**src/inc/serial_ir_pkg.sv**
```systemverilog
// Constants and types for the second serial port and infrared configuration block
package serial_ir_pkg;
    localparam int ADDR_W = 12;
    // Register indices; byte address is four times the index
    localparam logic [7:0] MODE_IDX = 8'hf0;
    localparam logic [7:0] OPT_IDX = 8'hf1;
    localparam logic [7:0] TMO_IDX = 8'hf2;
    localparam logic [ADDR_W-1:0] MODE_ADDR = {2'h0, MODE_IDX, 2'h0};
    localparam logic [ADDR_W-1:0] OPT_ADDR = {2'h0, OPT_IDX, 2'h0};
    localparam logic [ADDR_W-1:0] TMO_ADDR = {2'h0, TMO_IDX, 2'h0};
    localparam logic [7:0] MODE_RST = 8'h00;
    localparam logic [7:0] OPT_RST = 8'h02;
    localparam logic [7:0] TMO_RST = 8'h03;
    localparam logic TX_IDLE_RST = 1'h0;
    // Mode register fields
    localparam int MIDI_BIT = 0;
    localparam int HS_BIT = 1;
    localparam int IDLE_BIT = 5;
    // Infrared option register fields
    localparam int RXPOL_BIT = 0;
    localparam int TXPOL_BIT = 1;
    localparam int DUPLEX_BIT = 2;
    localparam int PROTO_LSB = 3;
    localparam int ALT_BIT = 6;
    localparam logic [2:0] PROTO_STD = 3'h0;
    localparam logic [2:0] PROTO_IRDA = 3'h1;
    localparam logic [2:0] PROTO_ASK = 3'h2;
    localparam logic [1:0] RESP_OKAY = 2'h0;
    localparam logic [1:0] RESP_SLVERR = 2'h2;
    // Blanking step time
    localparam int STEP_NS = 100000;
    localparam int CLK_PERIOD_NS = 10;
    localparam int STEP_CYCLES = STEP_NS / CLK_PERIOD_NS;

    typedef struct packed {
        logic [7:0] mode;
        logic [7:0] opt;
        logic [7:0] tmo;
    } cfg_t;

    typedef struct packed {
        logic o;
        logic oe;
    } pin_drive_t;

    typedef enum logic [1:0] {
        BL_OFF = 2'b00,
        BL_TX = 2'b01,
        BL_HOLD = 2'b10
    } blank_state_t;
endpackage : serial_ir_pkg

```
**src/core/serial_ir_config.sv**
```systemverilog
// Second serial port mode, infrared option and half duplex blanking logic
// Overview of operation
// - Mode bit 0 enables MIDI support on the second port, cleared by default.
// - Mode bit 1 enables the high speed baud option, cleared by default.
// - With mode bit 5 clear the idle transmit pin is driven low, with it set it floats.
// - Mode bit 5 lives on standby power and clears only on a standby power-on reset.
// - Option bit 0 clear means receive input active high, set means active low.
// - Option bit 1 clear means transmit output active high, set (default) active low.
// - Option bit 2 clear selects full duplex, set selects half duplex.
// - Option bits 5 to 3 pick standard, IrDA or amplitude keyed infrared; others reserved.
// - Option bit 6 moves infrared traffic from the normal pins to the alternate pair.
// - The timeout register counts the half duplex blanking in 100 us steps.
// - Zero blanks only during transfer; each count adds 100 us after it ends.
module serial_ir_config #(
    parameter int STEP_CYC = serial_ir_pkg::STEP_CYCLES
) (
    input wire logic aclk,
    input wire logic aresetn,
    input wire logic standby_por_n,
    input wire logic [serial_ir_pkg::ADDR_W-1:0] s_axi_awaddr,
    input wire logic s_axi_awvalid,
    output logic s_axi_awready,
    input wire logic [31:0] s_axi_wdata,
    input wire logic [3:0] s_axi_wstrb,
    input wire logic s_axi_wvalid,
    output logic s_axi_wready,
    output logic [1:0] s_axi_bresp,
    output logic s_axi_bvalid,
    input wire logic s_axi_bready,
    input wire logic [serial_ir_pkg::ADDR_W-1:0] s_axi_araddr,
    input wire logic s_axi_arvalid,
    output logic s_axi_arready,
    output logic [31:0] s_axi_rdata,
    output logic [1:0] s_axi_rresp,
    output logic s_axi_rvalid,
    input wire logic s_axi_rready,
    input wire logic uart_tx_data,
    input wire logic uart_tx_active,
    output logic uart_rx_data,
    output logic midi_enable,
    output logic high_speed_enable,
    output logic [2:0] ir_protocol,
    output serial_ir_pkg::pin_drive_t second_port_tx_pin,
    input wire logic second_port_rx_pin,
    output logic alternate_ir_tx_pin,
    input wire logic alternate_ir_rx_pin
);
    import serial_ir_pkg::*;

    localparam int PRE_W = $clog2(STEP_CYC);
    localparam logic [PRE_W-1:0] PRE_LAST = PRE_W'(STEP_CYC - 1);

    cfg_t cfg_reg, cfg_next;
    logic tx_idle_reg, tx_idle_next;
    logic awready_reg, awready_next, wready_reg, wready_next;
    logic bvalid_reg, bvalid_next, arready_reg, arready_next, rvalid_reg, rvalid_next;
    logic [1:0] bresp_reg, bresp_next, rresp_reg, rresp_next;
    logic [31:0] rdata_reg, rdata_next;
    blank_state_t bl_reg, bl_next;
    logic [PRE_W-1:0] pre_reg, pre_next;
    logic [7:0] steps_reg, steps_next;
    logic rx_reg, rx_next, alt_tx_reg, alt_tx_next;
    pin_drive_t txp_reg, txp_next;
    logic main_rst, wr_go, rd_go, ir_on, alt_on, half_dup, blank_now;
    logic [7:0] mode_view;

    // A standby power-on also clears everything the main reset clears
    assign main_rst = !aresetn || !standby_por_n;
    assign wr_go = awready_reg && s_axi_awvalid && s_axi_wvalid;
    assign rd_go = arready_reg && s_axi_arvalid;
    assign mode_view = {cfg_reg.mode[7:6], tx_idle_reg, cfg_reg.mode[4:0]};
    // Reserved protocol codes fall back to plain serial behaviour
    assign ir_on = cfg_reg.opt[PROTO_LSB+:3] == PROTO_IRDA
        || cfg_reg.opt[PROTO_LSB+:3] == PROTO_ASK;
    assign alt_on = ir_on && cfg_reg.opt[ALT_BIT];
    assign half_dup = ir_on && cfg_reg.opt[DUPLEX_BIT];
    assign blank_now = bl_reg != BL_OFF || (half_dup && uart_tx_active);

    // Register bus: address and data are taken together, one access of each kind at a time
    always_comb begin
        cfg_next = cfg_reg;
        tx_idle_next = tx_idle_reg;
        awready_next = 1'b0;
        wready_next = 1'b0;
        bvalid_next = bvalid_reg && !s_axi_bready;
        bresp_next = bresp_reg;
        arready_next = 1'b0;
        rvalid_next = rvalid_reg && !s_axi_rready;
        rresp_next = rresp_reg;
        rdata_next = rdata_reg;
        if (s_axi_awvalid && s_axi_wvalid && !awready_reg && !bvalid_reg) begin
            awready_next = 1'b1;
            wready_next = 1'b1;
        end
        if (wr_go) begin
            bvalid_next = 1'b1;
            bresp_next = RESP_OKAY;
            // Reserved bits are stored as written; software keeps them zero
            if (s_axi_awaddr == MODE_ADDR) begin
                if (s_axi_wstrb[0]) begin
                    cfg_next.mode = s_axi_wdata[7:0];
                    tx_idle_next = s_axi_wdata[IDLE_BIT];
                end
            end else if (s_axi_awaddr == OPT_ADDR) begin
                if (s_axi_wstrb[0]) begin
                    cfg_next.opt = s_axi_wdata[7:0];
                end
            end else if (s_axi_awaddr == TMO_ADDR) begin
                if (s_axi_wstrb[0]) begin
                    cfg_next.tmo = s_axi_wdata[7:0];
                end
            end else begin
                bresp_next = RESP_SLVERR;
            end
        end
        if (s_axi_arvalid && !arready_reg && !rvalid_reg) begin
            arready_next = 1'b1;
        end
        if (rd_go) begin
            rvalid_next = 1'b1;
            rresp_next = RESP_OKAY;
            rdata_next = 32'h0;
            if (s_axi_araddr == MODE_ADDR) begin
                rdata_next[7:0] = mode_view;
            end else if (s_axi_araddr == OPT_ADDR) begin
                rdata_next[7:0] = cfg_reg.opt;
            end else if (s_axi_araddr == TMO_ADDR) begin
                rdata_next[7:0] = cfg_reg.tmo;
            end else begin
                rresp_next = RESP_SLVERR;
            end
        end
    end

    always_ff @(posedge aclk) begin
        if (main_rst) begin
            cfg_reg <= '{mode: MODE_RST, opt: OPT_RST, tmo: TMO_RST};
            awready_reg <= 1'b0;
            wready_reg <= 1'b0;
            bvalid_reg <= 1'b0;
            bresp_reg <= RESP_OKAY;
            arready_reg <= 1'b0;
            rvalid_reg <= 1'b0;
            rresp_reg <= RESP_OKAY;
            rdata_reg <= 32'h0;
        end else begin
            cfg_reg <= cfg_next;
            awready_reg <= awready_next;
            wready_reg <= wready_next;
            bvalid_reg <= bvalid_next;
            bresp_reg <= bresp_next;
            arready_reg <= arready_next;
            rvalid_reg <= rvalid_next;
            rresp_reg <= rresp_next;
            rdata_reg <= rdata_next;
        end
    end

    // Idle state bit survives the main reset, like a standby powered cell
    always_ff @(posedge aclk) begin
        if (!standby_por_n) begin
            tx_idle_reg <= TX_IDLE_RST;
        end else if (aresetn) begin
            tx_idle_reg <= tx_idle_next;
        end
    end

    // Blanking: counts whole steps after the end of each transmission
    always_comb begin
        bl_next = bl_reg;
        pre_next = pre_reg;
        steps_next = steps_reg;
        unique case (bl_reg)
            BL_OFF: begin
                if (half_dup && uart_tx_active) begin
                    bl_next = BL_TX;
                end
            end
            BL_TX: begin
                if (!uart_tx_active) begin
                    pre_next = '0;
                    steps_next = cfg_reg.tmo;
                    bl_next = cfg_reg.tmo == 8'h0 ? BL_OFF : BL_HOLD;
                end
            end
            BL_HOLD: begin
                if (uart_tx_active) begin
                    bl_next = BL_TX;
                end else if (pre_reg == PRE_LAST) begin
                    pre_next = '0;
                    steps_next = steps_reg - 8'h1;
                    if (steps_reg == 8'h1) begin
                        bl_next = BL_OFF;
                    end
                end else begin
                    pre_next = pre_reg + PRE_W'(1);
                end
            end
            default: begin
                bl_next = BL_OFF;
            end
        endcase
    end

    always_ff @(posedge aclk) begin
        if (main_rst) begin
            bl_reg <= BL_OFF;
            pre_reg <= '0;
            steps_reg <= 8'h0;
        end else begin
            bl_reg <= bl_next;
            pre_reg <= pre_next;
            steps_reg <= steps_next;
        end
    end

    // Pin steering and polarity
    always_comb begin
        logic rx_raw;
        logic ir_tx_lvl;
        rx_raw = alt_on ? alternate_ir_rx_pin : second_port_rx_pin;
        ir_tx_lvl = uart_tx_data ^ cfg_reg.opt[TXPOL_BIT];
        if (!ir_on) begin
            rx_next = rx_raw;
        end else if (blank_now) begin
            rx_next = 1'b0;
        end else begin
            rx_next = rx_raw ^ cfg_reg.opt[RXPOL_BIT];
        end
        if (uart_tx_active && !alt_on) begin
            txp_next = '{o: ir_on ? ir_tx_lvl : uart_tx_data, oe: 1'b1};
        end else if (tx_idle_reg) begin
            txp_next = '{o: 1'b0, oe: 1'b0};
        end else begin
            txp_next = '{o: 1'b0, oe: 1'b1};
        end
        // Unused alternate pin rests at the inactive infrared level
        alt_tx_next = alt_on && uart_tx_active ? ir_tx_lvl : cfg_reg.opt[TXPOL_BIT];
    end

    always_ff @(posedge aclk) begin
        if (main_rst) begin
            rx_reg <= 1'b1;
            txp_reg <= '{o: 1'b0, oe: 1'b1};
            alt_tx_reg <= 1'b1;
        end else begin
            rx_reg <= rx_next;
            txp_reg <= txp_next;
            alt_tx_reg <= alt_tx_next;
        end
    end

    assign s_axi_awready = awready_reg;
    assign s_axi_wready = wready_reg;
    assign s_axi_bvalid = bvalid_reg;
    assign s_axi_bresp = bresp_reg;
    assign s_axi_arready = arready_reg;
    assign s_axi_rvalid = rvalid_reg;
    assign s_axi_rresp = rresp_reg;
    assign s_axi_rdata = rdata_reg;
    assign uart_rx_data = rx_reg;
    assign second_port_tx_pin = txp_reg;
    assign alternate_ir_tx_pin = alt_tx_reg;
    assign midi_enable = cfg_reg.mode[MIDI_BIT];
    assign high_speed_enable = cfg_reg.mode[HS_BIT];
    assign ir_protocol = cfg_reg.opt[PROTO_LSB+:3];

    a_write_resp: assert property (@(posedge aclk) disable iff (main_rst)
        wr_go |=> s_axi_bvalid) else $error("write not answered");
    a_mode_write: assert property (@(posedge aclk) disable iff (main_rst)
        wr_go && s_axi_awaddr == MODE_ADDR && s_axi_wstrb[0]
        |=> midi_enable == $past(s_axi_wdata[MIDI_BIT])
        && high_speed_enable == $past(s_axi_wdata[HS_BIT])) else $error("mode bits wrong");
    a_opt_read: assert property (@(posedge aclk) disable iff (main_rst)
        rd_go && s_axi_araddr == OPT_ADDR |=> s_axi_rdata == {24'h0, $past(cfg_reg.opt)})
        else $error("option readback wrong");
    a_idle_keep: assert property (@(posedge aclk)
        standby_por_n && !aresetn |=> tx_idle_reg == $past(tx_idle_reg))
        else $error("idle bit lost on main reset");
    a_idle_float: assert property (@(posedge aclk) disable iff (main_rst)
        !uart_tx_active && tx_idle_reg ##1 !main_rst |-> !second_port_tx_pin.oe)
        else $error("idle pin driven");
    a_idle_low: assert property (@(posedge aclk) disable iff (main_rst)
        !uart_tx_active && !tx_idle_reg |=> !second_port_tx_pin.o && second_port_tx_pin.oe)
        else $error("idle pin not low");
    a_rx_polarity: assert property (@(posedge aclk) disable iff (main_rst)
        ir_on && !alt_on && !blank_now
        |=> uart_rx_data == ($past(second_port_rx_pin) ^ $past(cfg_reg.opt[RXPOL_BIT])))
        else $error("receive polarity wrong");
    a_tx_polarity: assert property (@(posedge aclk) disable iff (main_rst)
        alt_on && uart_tx_active
        |=> alternate_ir_tx_pin == ($past(uart_tx_data) ^ $past(cfg_reg.opt[TXPOL_BIT])))
        else $error("transmit polarity wrong");
    a_blank_tx: assert property (@(posedge aclk) disable iff (main_rst)
        half_dup && uart_tx_active |=> !uart_rx_data) else $error("echo not blanked");
    a_zero_tmo: assert property (@(posedge aclk) disable iff (main_rst)
        bl_reg == BL_TX && !uart_tx_active && cfg_reg.tmo == 8'h0 |=> bl_reg == BL_OFF)
        else $error("zero timeout still blanks");
    a_full_duplex: assert property (@(posedge aclk) disable iff (main_rst)
        !cfg_reg.opt[DUPLEX_BIT] && bl_reg == BL_OFF |=> bl_reg == BL_OFF)
        else $error("blanking in full duplex");
endmodule : serial_ir_config

```
**config.mk**
```make
export PLATFORM = sky130hd
export DESIGN_NAME = serial_ir_config
export DESIGN_NICKNAME = d
export VERILOG_FILES = /design/src/inc/serial_ir_pkg.sv /design/src/core/serial_ir_config.sv
export SDC_FILE = /design/constraint.sdc
export NUM_CORES = 1
export LEC_CHECK = 0
export ABC_AREA = 1
export BUFFER_PORTS_ARGS = -buffer_cell sky130_fd_sc_hd__buf_2
export CAP_MARGIN = 20
export CORE_MARGIN = 5
export CORE_UTILIZATION = 30
export DETAILED_ROUTE_END_ITERATION = 16
export PLACE_DENSITY_LB_ADDON = 0.12
export SYNTH_ARGS = -nofsm -noshare
export SYNTH_HDL_FRONTEND = slang
export SYNTH_SLANG_ARGS = --single-unit
```
**constraint.sdc**
```tcl
create_clock -name aclk -period 1.6 [get_ports aclk]
set_input_delay 0.32 -clock aclk [delete_from_list [all_inputs] [get_ports aclk]]
set_output_delay 0.32 -clock aclk [all_outputs]
set_load 0.05 [all_outputs]
```
==> impl_metrics.xml <==
<?xml version="1.0" encoding="UTF-8"?>
<metrics>
  <group name="run_status">
    <metric name="status" unit="">complete, no violations</metric>
  </group>
  <group name="yosys">
    <metric name="yosysUniqueCellTypes" unit="">35</metric>
    <metric name="synth.yosys.warnings" unit="">0</metric>
    <metric name="synth.avg_cell_area" unit="um^2">6.69</metric>
    <metric name="synth_area" unit="um^2">3810</metric>
    <metric name="seq_area_frac_synth" unit="">0.346</metric>
    <metric name="ys_seq_elements" unit="">66</metric>
    <metric name="postSynthCellCount" unit="">570</metric>
  </group>
  <group name="layout">
    <metric name="drive_above_1_share" unit="">0.226</metric>
    <metric name="syn2layout_area_growth" unit="%">23.0</metric>
    <metric name="nNetsFinal" unit="">730</metric>
    <metric name="post_route_insts_no_fill" unit="">831</metric>
    <metric name="fin_area" unit="um^2">4690</metric>
    <metric name="largest_register_ffs" unit="">18</metric>
    <metric name="n_antenna_cell" unit="">0</metric>
  </group>
  <group name="grt">
    <metric name="grtUsageMet3" unit="">0.0465</metric>
    <metric name="globalRoute.totalOverflow" unit="">0</metric>
    <metric name="groute.usage.overall" unit="">0.144</metric>
    <metric name="grt_util_met2" unit="">0.242</metric>
    <metric name="grt_first_pass_wirelength" unit="um">17000</metric>
    <metric name="first_global_vias" unit="">3565</metric>
    <metric name="globalRouteMet1Util" unit="">0.180</metric>
    <metric name="initial_antenna_violation_count" unit="">0</metric>
    <metric name="grt_start_max_net_pins" unit="">35</metric>
    <metric name="grt_most_used_layer" unit="">met2</metric>
  </group>
  <group name="timing">
    <metric name="final.min_clock_period" unit="ns">1.46</metric>
    <metric name="timing.setup.tns" unit="ns">0</metric>
    <metric name="report.final.slew_viol_count" unit="">0</metric>
    <metric name="finalSetupViolations" unit="">0</metric>
    <metric name="count_of_endpoints_failing_hold_in_the_final_timing_report" unit="">0</metric>
    <metric name="timing.fmax" unit="MHz">686</metric>
    <metric name="finClkSkew" unit="ns">0.00540</metric>
    <metric name="unrepaired_setup_endpoints_after_global_routing" unit="">false</metric>
    <metric name="final.period_utilization" unit="">0.911</metric>
  </group>
  <group name="cts">
    <metric name="clk_root_buffer_cell" unit="">clkbuf_16</metric>
    <metric name="numCtsBuffers" unit="">9</metric>
    <metric name="cts_post_setup_buffers_inserted" unit="">0</metric>
    <metric name="tritoncts_clock_tree" unit="">yes</metric>
    <metric name="clock-sinks" unit="">66</metric>
    <metric name="clk_path_buf_depth" unit="">2</metric>
    <metric name="cts_max_level" unit="">3</metric>
    <metric name="worst_setup_hold_path_clk_slew" unit="ns">0.06</metric>
    <metric name="clk-insertion-delay-late" unit="ns">0.34</metric>
  </group>
  <group name="job">
    <metric name="cap_violations" unit="">0</metric>
  </group>
  <group name="power_and_ir_drop">
    <metric name="finalPower" unit="W">0.00403</metric>
    <metric name="power-per-cell-area" unit="nW/um^2">858</metric>
    <metric name="power.ir.vdd_worst" unit="mV">0.708</metric>
    <metric name="p_leak" unit="nW">2.01</metric>
  </group>
  <group name="detailed_routing">
    <metric name="first_pass_iters" unit="">4</metric>
    <metric name="drt-wirelength-per-cell" unit="um">12.4</metric>
    <metric name="drtAntennaViolNets" unit="">0</metric>
    <metric name="drt_iter0_markers" unit="">221</metric>
    <metric name="routed_wirelength" unit="um">10300</metric>
    <metric name="drc" unit="">0</metric>
    <metric name="detailed_route_via_count" unit="">3720</metric>
    <metric name="vias_per_cell" unit="">4.48</metric>
  </group>
  <group name="worst_setup_path">
    <metric name="critPathSlowestCell" unit="">dfxtp_1</metric>
    <metric name="critPathKind" unit="">flop to flop</metric>
    <metric name="cpPeakStageDelay" unit="ns">0.33</metric>
    <metric name="endpoint_kind" unit="">flop</metric>
    <metric name="timing.critical_path.cells" unit="">ha_1 -&gt; nand3_2 -&gt; nor2_1 -&gt; nand2_2 -&gt; nand2_1 -&gt; nand2_2 -&gt; o21ai_0 -&gt; nor2_1</metric>
    <metric name="critical_path.max_fanout" unit="">8</metric>
    <metric name="required" unit="ns">1.83</metric>
    <metric name="crit_arrival" unit="ns">1.69</metric>
    <metric name="cp-start-kind" unit="">flop</metric>
    <metric name="kind_of_cell_with_the_highest_combined_delay_on_the_critical_path" unit="">simple AND/OR/NAND/NOR gates</metric>
    <metric name="cp_num_buf_inv" unit="">0</metric>
  </group>
  <group name="floorplanning">
    <metric name="die_width" unit="um">123</metric>
    <metric name="core-area" unit="um^2">12600</metric>
    <metric name="floorplan.initialDensity" unit="">0.304</metric>
    <metric name="die_h" unit="um">123</metric>
    <metric name="fp.dieArea" unit="um^2">15100</metric>
    <metric name="std_cell_rows" unit="">41</metric>
    <metric name="ioPinCount" unit="">122</metric>
  </group>
  <group name="placed_design">
    <metric name="post-place-cells" unit="">816</metric>
    <metric name="detailedPlacementHpwl" unit="um">7860</metric>
    <metric name="port_buffers" unit="">68</metric>
    <metric name="place_congestion" unit="">0.834</metric>
    <metric name="placed_area" unit="um^2">4380</metric>
  </group>
  <group name="hold_path">
    <metric name="timing.hold.worst.class" unit="">input pin to flop</metric>
  </group>
</metrics>
## metal layers
layer / wire [um] / share of wire
met1: 4830 / 0.47
met2: 4780 / 0.46
met3: 576 / 0.056
met4: 98 / 0.0095
met5: 0 / 0
## logic make-up after synthesis
logic type,count (synthesis),share of synthesized area
AND/OR/NAND/NOR,302,0.357
buffers and inverters,107,0.146
AO/OA/AOI/OAI,90,0.137
flip-flops,66,0.346
adder cells (fa/ha/maj),3,0.00984
XOR/XNOR,1,0.00230
other,1,0.000983
## stage by stage
| step | hold WS, ns | util | worst slack [ns] |
|---|---|---|---|
| 5_1_grt | 0.219 | 0.373 | 0.00345 |
| 6_report | 0.224 | 0.373 | 0.142 |
| 3_5_place_dp | 0.436 | 0.349 | 0.0527 |
| 3_3_place_gp | 0.426 | 0.349 | 0.103 |
| 2_1_floorplan | 0.391 | - | 0.165 |
| 4_1_cts | 0.215 | 0.373 | 0.0833 |
## power breakdown
group	switching [W]	total [W]	internal, W
Sequential	0.00000226	0.00165	0.00165
Clock	0.000720	0.00204	0.00132
Combinational	0.000259	0.000334	0.0000750
## cells in the final DEF (no fill, tap or decap), drive strengths merged
master / instances
a21oi: 37
and2: 1
buf: 93
bufinv: 1
clkbuf: 13
clkinv: 3
conb: 26
dfxtp: 66
ha: 3
inv: 61
nand2: 129
nand3: 64
nand4: 10
nor2: 89
nor3: 6
nor4: 2
nor4b: 1
o211ai: 1
o21ai: 45
o21bai: 7
xor2: 1
## final timing paths
path                      startpoint                         to  slack (ns)  cells after the start
max reg2reg  pre_reg[0]$_SDFFE_PP0P_  steps_reg[4]$_SDFFE_PP0P_        0.14                      8
max          pre_reg[0]$_SDFFE_PP0P_  steps_reg[4]$_SDFFE_PP0P_        0.14                      8
min reg2reg  s_axi_wready$_SDFF_PP0_    s_axi_wready$_SDFF_PP0_        0.44                      1
min                    s_axi_awvalid    s_axi_wready$_SDFF_PP0_        0.22                      3
## worst min-delay path: cells and delay by family
family | cells | cell delay [ns]
AND/OR/NAND/NOR | 2 | 0.09
buffers and inverters | 1 | 0.11
## cells in the mapped netlist, drive strengths merged
| library cell | count | area, um^2 |
|---|---|---|
| clkbuf | 5 | 20.0 |
| inv | 61 | 229 |
| clkinv | 2 | 7.51 |
| a21oi | 37 | 208 |
| dfxtp | 66 | 1320 |
| conb | 1 | 3.75 |
| nor2 | 89 | 374 |
| nand3 | 64 | 345 |
| ha | 3 | 37.5 |
| nand2 | 129 | 502 |
| xor2 | 1 | 8.76 |
| nor4b | 1 | 8.76 |
| o21bai | 7 | 56.3 |
| o21ai | 45 | 251 |
| nor4 | 2 | 12.5 |
| buf | 39 | 300 |
| nand4 | 10 | 68.8 |
| and2 | 1 | 6.26 |
| o211ai | 1 | 7.51 |
| nor3 | 6 | 46.3 |
## area by class of cell
class / count / area [um^2]
repair buffers: 93 / 578
fillers: 1373 / 7880
well taps: 172 / 215
clock buffers: 13 / 270
inverters: 63 / 239
clock inverters: 2 / 35.0
multi-input cells: 422 / 2030
flip-flops and latches: 66 / 1320
## repair_timing
action | in CTS | in global routing
hold endpoints to repair | 0 | 0
endpoints found under the setup margin | 0 | 4
hold buffers | 0 | 0
gates resized for setup | 0 | 3
Power figures use the tool's default switching activity.
